File: config.mk
export PLATFORM = sky130hd
export DESIGN_NAME = crypto_status_key_select
export DESIGN_NICKNAME = d
export VERILOG_FILES = /design/src/crypto_pkg.sv /design/src/crypto_key_check.sv /design/src/crypto_otp_reader.sv /design/src/crypto_status_key_select.sv
export VERILOG_INCLUDE_DIRS = /design/src
export SDC_FILE = /design/constraint.sdc
export NUM_CORES = 1
export LEC_CHECK = 0
export BUFFER_PORTS_ARGS = -buffer_cell sky130_fd_sc_hd__buf_2
export CORE_MARGIN = 3
export CORE_UTILIZATION = 25
export CTS_BUF_LIST = sky130_fd_sc_hd__clkbuf_2
export CTS_CLUSTER_SIZE = 14
export DETAILED_ROUTE_END_ITERATION = 7
export MAX_ROUTING_LAYER = met4
export PLACE_DENSITY = 0.44
export SYNTH_ARGS = -nofsm -noshare
export SYNTH_HDL_FRONTEND = slang
export SYNTH_SLANG_ARGS = --single-unit
File: constraint.sdc
create_clock -name core_clk -period 3.9 [get_ports core_clk]
set_input_delay 0.195 -clock core_clk [delete_from_list [all_inputs] [get_ports core_clk]]
set_output_delay 0.195 -clock core_clk [all_outputs]
set_load 0.02 [all_outputs]
File: src/crypto_defines.svh
// register offsets, field positions, reset values and key codes for the status block
`ifndef CRYPTO_DEFINES_SVH
`define CRYPTO_DEFINES_SVH
// ----------------------------------------------------------------
// register byte addresses
// ----------------------------------------------------------------
`define OFF_STATUS 12'h000
`define OFF_CTRL 12'h004
`define OFF_CFG 12'h008
`define OFF_IRQ_STAT 12'h00c
`define OFF_IRQ_EN 12'h010
`define OFF_IRQ_CLR 12'h014
`define OFF_CORE 12'h018
// ----------------------------------------------------------------
// status bit positions
// ----------------------------------------------------------------
`define ST_BUSY 7
`define ST_TXTA 6
`define ST_ABORT 5
`define ST_WRAP 4
`define ST_MODE 2
`define ST_KEY 1
`define ST_PGM 0
// ----------------------------------------------------------------
// control register: bit positions
// ----------------------------------------------------------------
`define CT_GO 0
`define CT_WR 1
`define CT_ON 2
`define CT_MD 3
`define CT_SWKD 4
`define CT_SKEY 5
// ----------------------------------------------------------------
// config register fields
// ----------------------------------------------------------------
`define CF_KLEN_LO 0
`define CF_KSRC_LO 4
`define CF_PAGE_LO 8
`define CF_OPM_LO 12
`define CF_CIPH_LO 16
// ----------------------------------------------------------------
// key length, key source and operating mode codes
// ----------------------------------------------------------------
`define KLEN_128 2'h0
`define KLEN_192 2'h1
`define KLEN_256 2'h2
`define KSRC_SW 4'h0
`define KSRC_OTP1 4'h1
`define KSRC_OTP2 4'h2
`define KSRC_OTP3 4'h3
`define KSRC_OTP4 4'h4
`define KSRC_RAM1 4'h9
`define KSRC_RAM2 4'ha
`define KSRC_RAM3 4'hb
`define KSRC_RAM4 4'hc
`define OPM_CTR 3'h4
// ----------------------------------------------------------------
// reset values and timing
// ----------------------------------------------------------------
`define CTRL_RST 6'h00
`define CFG_RST 20'h00000
`define PAGE_LOCK_RST 16'h0001
`define OP_TIME_NS 3200
`define OP_CYCLES ((`OP_TIME_NS + 99) / 100)
`define OTP_TIME_NS 1600
`define OTP_CYCLES ((`OTP_TIME_NS + 99) / 100)
`endif

File: src/crypto_pkg.sv
// shared types for the cipher status and key-select block
package crypto_pkg;
  typedef enum logic [1:0] {
    ST_IDLE = 2'b00,
    ST_RUN = 2'b01,
    ST_DONE = 2'b11
  } eng_state_e;

  typedef struct packed {
    logic [1:0] key_len;
    logic [3:0] key_src;
    logic [3:0] page;
    logic [2:0] op_mode;
    logic [2:0] cipher_mode;
  } cfg_s;

  typedef struct packed {
    logic key_bad;
    logic otp_key;
    logic ram_key;
    logic [1:0] slot;
  } key_sel_s;
endpackage

File: src/crypto_key_check.sv
// combinational key length / key source decode and validity check
`timescale 1ns/1ps
`include "crypto_defines.svh"
module crypto_key_check (
  input wire crypto_pkg::cfg_s cfg,
  input wire logic secure_key_enable,
  input wire logic software_key_disable,
  output crypto_pkg::key_sel_s sel
);
  // ----------------------------------------------------------------
  // key table decode
  // ----------------------------------------------------------------
  always_comb begin
    sel = '0;
    sel.key_bad = 1'b1;
    if (cfg.key_len == `KLEN_128) begin
      if (cfg.key_src == `KSRC_SW) begin
        sel.key_bad = software_key_disable;
      end else if (cfg.key_src == `KSRC_OTP1) begin
        sel.key_bad = secure_key_enable;
        sel.otp_key = 1'b1;
      end else if (cfg.key_src >= `KSRC_OTP2 && cfg.key_src <= `KSRC_OTP4) begin
        sel.key_bad = 1'b0;
        sel.otp_key = 1'b1;
        sel.slot = cfg.key_src[1:0] - 2'h1;
      end else if (cfg.key_src >= `KSRC_RAM1 && cfg.key_src <= `KSRC_RAM4) begin
        sel.key_bad = 1'b0;
        sel.ram_key = 1'b1;
        sel.slot = cfg.key_src[1:0] - 2'h1;
      end
    end else if (cfg.key_len == `KLEN_192 || cfg.key_len == `KLEN_256) begin
      if (cfg.key_src == `KSRC_SW) begin
        sel.key_bad = software_key_disable;
      end else if (cfg.key_src == `KSRC_OTP1) begin
        sel.key_bad = secure_key_enable;
        sel.otp_key = 1'b1;
      end else if (cfg.key_src == `KSRC_OTP2) begin
        sel.key_bad = 1'b0;
        sel.otp_key = 1'b1;
        sel.slot = 2'h1;
      end else if (cfg.key_src == `KSRC_RAM1 || cfg.key_src == `KSRC_RAM2) begin
        sel.key_bad = 1'b0;
        sel.ram_key = 1'b1;
        sel.slot = cfg.key_src[1:0] - 2'h1;
      end
    end
    // code 11 and all other sources stay bad
  end
endmodule

File: src/crypto_otp_reader.sv
// one-time-programmable memory read sequencer: one read at reset release, more on request
// reading stays high for a fixed count; a start during a read is ignored
`timescale 1ns/1ps
`include "crypto_defines.svh"
module crypto_otp_reader (
  input wire logic core_clk,
  input wire logic sys_rst,
  input wire logic start,
  output logic reading
);
  logic [7:0] cnt_q;
  // ----------------------------------------------------------------
  // read timer; reset leaves the initial read in progress
  // ----------------------------------------------------------------
  always_ff @(posedge core_clk or posedge sys_rst) begin
    if (sys_rst) begin
      cnt_q <= 8'(`OTP_CYCLES);
      reading <= 1'b1;
    end else if (start && !reading) begin
      cnt_q <= 8'(`OTP_CYCLES);
      reading <= 1'b1;
    end else if (reading) begin
      cnt_q <= cnt_q - 8'h01;
      reading <= (cnt_q != 8'h01);
    end
  end
endmodule

File: src/crypto_status_key_select.sv
// cipher engine status flags, configuration checks and APB register file
//
// What this block does
// - busy flag high while operation runs
// - text A busy flag; software waits
// - abort flag set when software clears go
// - abort set blocks any new start
// - counter wrap sets flag; clear before go
// - invalid mode raises mode fail, blocks write
// - invalid key settings raise key fail
// - reserved or locked page blocks programming
// - flags cleared by reset or module disable
// - abort, wrap cleared when go cleared
// - checks work while engine is off
// - OTP read holds busy, key, program fail
// - key length code 11 is key error
// - OTP key one errors in secure mode
// - software key errors when disabled
// - bad length/source keeps key fail set
//
// Our own choices: the address map and register access over APB.
`timescale 1ns/1ps
`include "crypto_defines.svh"
module crypto_status_key_select (
  input wire logic core_clk,
  input wire logic sys_rst,
  input wire logic psel,
  input wire logic penable,
  input wire logic pwrite,
  input wire logic [11:0] paddr,
  input wire logic [31:0] pwdata,
  output logic [31:0] prdata,
  output logic pready,
  output logic pslverr,
  output logic irq
);
  // ----------------------------------------------------------------
  // declarations
  // ----------------------------------------------------------------
  logic [5:0] ctrl_q;
  crypto_pkg::cfg_s cfg_q;
  logic [15:0] page_lock_q;
  crypto_pkg::eng_state_e state_q;
  logic [7:0] op_cnt_q;
  logic [7:0] status_q;
  logic [7:0] ctr_q;
  logic [3:0] irq_stat_q;
  logic [3:0] irq_en_q;
  logic done_q;
  logic wrap_q;
  logic abort_q;
  logic busy_q;
  logic txta_q;
  logic mode_bad;
  logic page_bad;
  logic otp_reading;
  logic wr_en;
  logic rd_en;
  logic go_wr;
  logic go_set_req;
  logic go_clr_req;
  logic wr_set_req;
  logic disabled;
  logic start_ok;
  logic [3:0] irq_evt;
  logic [31:0] rdata_d;
  logic slverr_d;
  crypto_pkg::key_sel_s ksel;
  logic wr_block;
  logic stat_wr;
  logic clr_wr;
  logic wrap_set;
  logic abort_set;
  logic otp_done;
  logic otp_prev_q;

  assign wr_en = psel && penable && pwrite && pready;
  assign rd_en = psel && penable && !pwrite && !pready;
  assign disabled = ctrl_q[`CT_MD];
  assign go_wr = wr_en && paddr == `OFF_CTRL;
  assign go_set_req = go_wr && pwdata[`CT_GO] && !ctrl_q[`CT_GO];
  assign go_clr_req = go_wr && !pwdata[`CT_GO] && ctrl_q[`CT_GO];
  assign wr_set_req = go_wr && pwdata[`CT_WR];

  // ----------------------------------------------------------------
  // sub blocks
  // ----------------------------------------------------------------
  crypto_key_check u_key_check (
    .cfg(cfg_q),
    .secure_key_enable(ctrl_q[`CT_SKEY]),
    .software_key_disable(ctrl_q[`CT_SWKD]),
    .sel(ksel)
  );

  crypto_otp_reader u_otp (
    .core_clk(core_clk),
    .sys_rst(sys_rst),
    .start(wr_en && paddr == `OFF_CORE && pwdata[0]),
    .reading(otp_reading)
  );

  // ----------------------------------------------------------------
  // configuration checks, evaluated even while the engine is off
  // ----------------------------------------------------------------
  assign mode_bad = cfg_q.op_mode > 3'h4 || cfg_q.cipher_mode > 3'h4;
  assign page_bad = cfg_q.page == 4'hf || page_lock_q[cfg_q.page];

  // a start needs the engine on and idle, no abort, no wrap and a clean setup
  assign start_ok = ctrl_q[`CT_ON] && !abort_q && !wrap_q && !mode_bad
    && !ksel.key_bad && !otp_reading && !disabled
    && state_q == crypto_pkg::ST_IDLE;

  // write/program is refused while any check fails or the fuses are read
  assign wr_block = mode_bad || ksel.key_bad || page_bad || otp_reading;

  // status writes only reach the two clearable flags
  assign stat_wr = wr_en && paddr == `OFF_STATUS;
  assign clr_wr = wr_en && paddr == `OFF_IRQ_CLR;

  // events that raise the sticky flags and the interrupt status bits
  assign abort_set = go_clr_req && state_q == crypto_pkg::ST_RUN;
  assign wrap_set = state_q == crypto_pkg::ST_DONE && cfg_q.op_mode == `OPM_CTR
    && ctr_q == 8'hff;
  assign otp_done = otp_prev_q && !otp_reading;
  assign irq_evt = {otp_done, abort_set, wrap_set, done_q};

  // ----------------------------------------------------------------
  // control register
  // ----------------------------------------------------------------
  // go is only taken when a start is allowed; hardware drops it when done
  always_ff @(posedge core_clk or posedge sys_rst) begin
    if (sys_rst) begin
      ctrl_q <= `CTRL_RST;
    end else begin
      if (go_wr) begin
        ctrl_q[`CT_ON] <= pwdata[`CT_ON];
        ctrl_q[`CT_MD] <= pwdata[`CT_MD];
        ctrl_q[`CT_SWKD] <= pwdata[`CT_SWKD];
        ctrl_q[`CT_SKEY] <= pwdata[`CT_SKEY];
        ctrl_q[`CT_WR] <= wr_set_req && !wr_block;
      end
      if (go_set_req) begin
        ctrl_q[`CT_GO] <= start_ok;
      end else if (go_clr_req || done_q || disabled) begin
        ctrl_q[`CT_GO] <= 1'b0;
      end
    end
  end

  // ----------------------------------------------------------------
  // configuration register
  // ----------------------------------------------------------------
  // key, page and mode selects; writes are taken at any time
  always_ff @(posedge core_clk or posedge sys_rst) begin
    if (sys_rst) begin
      cfg_q <= 16'(`CFG_RST);
    end else if (wr_en && paddr == `OFF_CFG) begin
      cfg_q.key_len <= pwdata[`CF_KLEN_LO +: 2];
      cfg_q.key_src <= pwdata[`CF_KSRC_LO +: 4];
      cfg_q.page <= pwdata[`CF_PAGE_LO +: 4];
      cfg_q.op_mode <= pwdata[`CF_OPM_LO +: 3];
      cfg_q.cipher_mode <= pwdata[`CF_CIPH_LO +: 3];
    end
  end

  // page locks can only be added, never removed, short of a reset
  always_ff @(posedge core_clk or posedge sys_rst) begin
    if (sys_rst) begin
      page_lock_q <= `PAGE_LOCK_RST;
    end else if (wr_en && paddr == `OFF_CORE) begin
      page_lock_q <= page_lock_q | pwdata[31:16];
    end
  end

  // ----------------------------------------------------------------
  // engine sequencer
  // ----------------------------------------------------------------
  // runs a fixed number of cycles; clearing go or disabling stops it at once
  always_ff @(posedge core_clk or posedge sys_rst) begin
    if (sys_rst) begin
      state_q <= crypto_pkg::ST_IDLE;
      op_cnt_q <= 8'h00;
      done_q <= 1'b0;
    end else begin
      done_q <= 1'b0;
      case (state_q)
        crypto_pkg::ST_IDLE: begin
          if (go_set_req && start_ok) begin
            state_q <= crypto_pkg::ST_RUN;
            op_cnt_q <= 8'(`OP_CYCLES);
          end
        end
        crypto_pkg::ST_RUN: begin
          if (disabled || go_clr_req) begin
            state_q <= crypto_pkg::ST_IDLE;
          end else if (op_cnt_q == 8'h01) begin
            state_q <= crypto_pkg::ST_DONE;
          end else begin
            op_cnt_q <= op_cnt_q - 8'h01;
          end
        end
        crypto_pkg::ST_DONE: begin
          done_q <= 1'b1;
          state_q <= crypto_pkg::ST_IDLE;
        end
        default: begin
          state_q <= crypto_pkg::ST_IDLE;
        end
      endcase
    end
  end

  // busy follows the run state; text A stays busy while the first half loads
  always_ff @(posedge core_clk or posedge sys_rst) begin
    if (sys_rst) begin
      busy_q <= 1'b0;
      txta_q <= 1'b0;
    end else begin
      busy_q <= state_q == crypto_pkg::ST_RUN;
      txta_q <= state_q == crypto_pkg::ST_RUN && op_cnt_q > 8'(`OP_CYCLES / 2);
    end
  end

  // ----------------------------------------------------------------
  // sticky abort and wrap flags
  // ----------------------------------------------------------------
  // a software clear of go mid-run sets abort; set wins over any clear
  always_ff @(posedge core_clk or posedge sys_rst) begin
    if (sys_rst) begin
      abort_q <= 1'b0;
    end else if (abort_set) begin
      abort_q <= 1'b1;
    end else if (disabled || go_clr_req || (stat_wr && pwdata[`ST_ABORT])) begin
      abort_q <= 1'b0;
    end
  end

  // text B counts finished counter-mode operations and flags its wrap
  always_ff @(posedge core_clk or posedge sys_rst) begin
    if (sys_rst) begin
      ctr_q <= 8'h00;
      wrap_q <= 1'b0;
    end else begin
      if (state_q == crypto_pkg::ST_DONE && cfg_q.op_mode == `OPM_CTR) begin
        ctr_q <= ctr_q + 8'h01;
      end
      if (wrap_set) begin
        wrap_q <= 1'b1;
      end else if (disabled || go_clr_req || (stat_wr && pwdata[`ST_WRAP])) begin
        wrap_q <= 1'b0;
      end
    end
  end

  // ----------------------------------------------------------------
  // status register
  // ----------------------------------------------------------------
  // fuse reads force busy and the key and page fails; disable clears all
  always_ff @(posedge core_clk or posedge sys_rst) begin
    if (sys_rst) begin
      status_q <= 8'h00;
    end else if (disabled) begin
      status_q <= 8'h00;
    end else begin
      status_q <= 8'h00;
      status_q[`ST_BUSY] <= busy_q || otp_reading;
      status_q[`ST_TXTA] <= txta_q;
      status_q[`ST_ABORT] <= abort_q;
      status_q[`ST_WRAP] <= wrap_q;
      status_q[`ST_MODE] <= mode_bad;
      status_q[`ST_KEY] <= ksel.key_bad || otp_reading;
      status_q[`ST_PGM] <= page_bad || otp_reading;
    end
  end

  // ----------------------------------------------------------------
  // interrupts
  // ----------------------------------------------------------------
  // reader is busy out of reset, so no false end-of-read edge follows reset
  always_ff @(posedge core_clk or posedge sys_rst) begin
    if (sys_rst) begin
      otp_prev_q <= 1'b1;
    end else begin
      otp_prev_q <= otp_reading;
    end
  end

  // one sticky bit per event; an event in the clear cycle wins
  for (genvar i = 0; i < 4; i++) begin : g_irq
    always_ff @(posedge core_clk or posedge sys_rst) begin
      if (sys_rst) begin
        irq_stat_q[i] <= 1'b0;
      end else if (irq_evt[i]) begin
        irq_stat_q[i] <= 1'b1;
      end else if (clr_wr && pwdata[i]) begin
        irq_stat_q[i] <= 1'b0;
      end
    end
  end

  // interrupt enables, same layout as the status bits
  always_ff @(posedge core_clk or posedge sys_rst) begin
    if (sys_rst) begin
      irq_en_q <= 4'h0;
    end else if (wr_en && paddr == `OFF_IRQ_EN) begin
      irq_en_q <= pwdata[3:0];
    end
  end

  // level interrupt, registered
  always_ff @(posedge core_clk or posedge sys_rst) begin
    if (sys_rst) begin
      irq <= 1'b0;
    end else begin
      irq <= |(irq_stat_q & irq_en_q);
    end
  end

  // ----------------------------------------------------------------
  // register read
  // ----------------------------------------------------------------
  // address decode; unmapped words answer with an error
  always_comb begin
    rdata_d = 32'h0;
    slverr_d = 1'b0;
    if (paddr == `OFF_STATUS) begin
      rdata_d[7:0] = status_q;
    end else if (paddr == `OFF_CTRL) begin
      rdata_d[5:0] = ctrl_q;
    end else if (paddr == `OFF_CFG) begin
      rdata_d[`CF_KLEN_LO +: 2] = cfg_q.key_len;
      rdata_d[`CF_KSRC_LO +: 4] = cfg_q.key_src;
      rdata_d[`CF_PAGE_LO +: 4] = cfg_q.page;
      rdata_d[`CF_OPM_LO +: 3] = cfg_q.op_mode;
      rdata_d[`CF_CIPH_LO +: 3] = cfg_q.cipher_mode;
    end else if (paddr == `OFF_IRQ_STAT) begin
      rdata_d[3:0] = irq_stat_q;
    end else if (paddr == `OFF_IRQ_EN) begin
      rdata_d[3:0] = irq_en_q;
    end else if (paddr == `OFF_IRQ_CLR) begin
      rdata_d = 32'h0;
    end else if (paddr == `OFF_CORE) begin
      rdata_d[31:16] = page_lock_q;
      rdata_d[0] = otp_reading;
    end else begin
      slverr_d = 1'b1;
    end
  end

  // ----------------------------------------------------------------
  // apb handshake
  // ----------------------------------------------------------------
  // one wait state: read data is latched on the same edge that raises ready
  always_ff @(posedge core_clk or posedge sys_rst) begin
    if (sys_rst) begin
      pready <= 1'b0;
      prdata <= 32'h0;
      pslverr <= 1'b0;
    end else begin
      pready <= psel && penable && !pready;
      if (psel && penable && !pready) begin
        pslverr <= slverr_d;
      end
      if (rd_en) begin
        prdata <= rdata_d;
      end
    end
  end
endmodule

==> results.yml <==
run_status:
  status: "complete, no violations"
detailed_routing:
  ant_nets: 0
  viasPerCell: 4.71
  wirelength_um: 14700
  vias: 4290
  route.detailed.drc: 0
  dr.pass1.iters: 4
  drt_iter0_markers: 251
  routedWlPerCell_um: 16.1
logic_synthesis:
  synth_most_common_cell: "dfrtp_1"
  yosys-top-cells-area: "dfrtp_1 (53%), mux2_2 (3.7%), nand2_1 (3.6%)"
  synth.largest_area_cell: "dfrtp_1"
  ys_ff_latch: 120
  avgSynthCellArea_um2: 11.2
  synth.distinct_cells: 60
  async_flop_share_pct: 100
  synthTopCellsByCount: "dfrtp_1 (116), nand2_1 (52), nor2_1 (31), o21ai_0 (28), a21o_1 (20)"
  netlist.area_leader.share_pct: 53.0
  yosysSeqAreaShare_pct: 54.9
  ys.flop_type: "dfrtp_1"
  syn_inst: 490
  synth_warnings: 0
  synth_edf_count: 0
  synth_area_um2: 5470
  synth_nets: 546
placed_design:
  dpl.hpwl_um: 10400
  port_buffers: 81
  gp_congestion: 0.806
clock_tree:
  path_clk_slew_ns: 0.17
  cts_max_level: 4
  cts.sinks: 120
  clk_path_buf_depth: 2
  hold_buffers: 45
  cts_root_buffer: "clkbuf_2"
  cts_resized: 0
  cts_made_buffers: 17
  cts_tree: "built"
  cts_setup_buffers: 0
  insertion_delay_ns: 0.68
sta:
  rsz0062_at_grt: "false"
  report.final.slew_viol_count: 0
  max_freq_mhz: 377
  fin_skew_ns: 0.0406
  max_slew_margin_pct: 33.7
  final-setup-viol-count: 0
  timing.final.crit_share_pct: 68.1
  tightest_slew_ns: 0.987
  post-route-min-period_ns: 2.66
  hold_viol_final: 0
  fin_tns_setup_ns: 0
min_path:
  hold_depth: 6
  min-delay-start: "paddr[11]"
  hp-class: "in -> reg"
  whs_endpoint: "prdata[1]$_DFFE_PP0P_"
global_routing:
  grt_use_met1_pct: 16.2
  track_usage_pct: 13.2
  grt.busiest_layer: "met2"
  grt_start_max_net_pins: 70
  grt_pass1_vias: 4573
  met3_usage_pct: 3.49
  grt_antenna_before_repair: 0
  grt_pass1_wl_um: 24400
  gr-usage-met2_pct: 21.4
  grt_overflow: 0
finish:
  layout.nets: 679
  seq_area_um2: 3010
  drive_gt1_share_pct: 25.5
  multi_input_area_um2: 2270
  antenna_cells: 0
  nFillCells: 2204
  syn_to_final_growth_pct: 25.0
run:
  maxCapViolCount: 0
floorplan:
  core_area_um2: 21300
  die_w_um: 154
  die_height_um: 154
  ios: 84
  dieArea_um2: 23700
  rows: 53
  initial_core_util_pct: 25.7
critical_path:
  worstPathArrival_ns: 3.20
  worstSetupStartpointType: "input port"
  ff2ff_setup_slack_ns: 1.69
  critical_path_class: "in -> reg"
  r2r-end: "prdata[26]$_DFFE_PP0P_"
  regToRegStartpoint: "pready$_DFF_PP0_"
  crit_required_ns: 4.44
  worstPathMaxFanout: 16
  ff2ff_path_depth: 4
  end_kind: "register"
power_and_ir_drop:
  cellLeakagePower_nw: 3.34
  finalPower_w: 0.00222
  peakVddDrop_mv: 0.134
  power_density_nw_per_um2: 325
==> registers in the layout, indices dropped and copies added, names as in the netlist, 2 cells and up <==
name	cells
cfg_q	16
ctr_q	8
ctrl_q	6
irq_en_q	4
irq_stat_q	4
op_cnt_q	8
page_lock_q	16
prdata	31
state_q	2
status_q	7
u_otp.cnt_q	8
==> per-layer routing <==
metal | part of all wire [%] | up-vias
met5 | 0 | -
met4 | 0.83 | 0
met3 | 3.9 | 6
met2 | 49 | 90
met1 | 46 | 2146
li1 | - | 2048
==> per-stage QoR <==
| step | cells | setup slack [ns] | instance area, µm² | hold WS (ns) | utilization [%] |
|---|---|---|---|---|---|
| global placement | 834 | 0.995 | 6160 | 0.399 | 28.9 |
| CTS | 911 | 1.29 | 6840 | 0.0111 | 32.1 |
| global route | 911 | 1.29 | 6840 | 0.0383 | 32.1 |
| detailed placement | 834 | 0.975 | 6160 | 0.398 | 28.9 |
| finish | 911 | 1.24 | 6840 | 0.107 | 32.1 |
| floorplan | 490 | 0.526 | 5470 | 0.311 | - |
==> cell type report <==
cell class                 instances  area share, %
sequential                       120           44.0
multi-input combinational        334           33.2
timing repair buffer             135           13.5
tap                              275           5.03
clock inverter                    11           1.88
clock buffer                      21           1.54
inverter                          15          0.860
==> worst max-delay path: stages <==
cell and delay (ns):
dlygate4sd3_1 0.53, buf_2 0.13, or4_4 0.43, or4_4 0.57, or3_1 0.55, nor2_8 0.40
mux2_2 0.39
==> power breakdown <==
group	switching, W	internal (W)	leakage (nW)
clock network	0.000465	0.000359	0.152
logic	0.0000816	0.0000615	1.61
registers	0.00000449	0.00125	1.57
total	0.000552	0.00167	3.34
==> placed cells by master, fill, tap and decap left out, drive strengths merged, types with 8 or more instances in the layout <==
cell type	n
dlygate4sd3	45
a21o	20
nor2b	8
buf	90
nand2	52
o21ai	28
a22o	14
a21oi	11
dfrtp	116
nor2	32
or3	8
nor3	17
clkbuf	21
nand3	15
inv	16
mux2	28
==> worst max-delay path by stage <==
| stage | from | endpoint | slack (ns) | depth (start not counted) |
|---|---|---|---|---|
| floorplan | sys_rst | abort_q$_DFFE_PP0P_ | 0.53 | 1 |
| global placement | paddr[9] | cfg_q[13]$_DFFE_PP0P_ | 1.0 | 6 |
| detailed placement | paddr[9] | cfg_q[2]$_DFFE_PP0P_ | 0.98 | 6 |
| CTS | paddr[10] | cfg_q[2]$_DFFE_PP0P_ | 1.29 | 7 |
| global route | paddr[10] | cfg_q[2]$_DFFE_PP0P_ | 1.29 | 7 |
| finish | paddr[10] | cfg_q[2]$_DFFE_PP0P_ | 1.24 | 7 |
==> logic make-up after synthesis <==
logic type	share of synthesized area, %
and+or+nand+nor	16.6
other	0.0685
muxes	7.59
buffers and inverters	3.61
DFF	54.9
adders and majority gates	1.60
xor gates and xnor gates	1.44
AOI/OAI and AO/OA	14.2
Power figures use the tool's default switching activity.
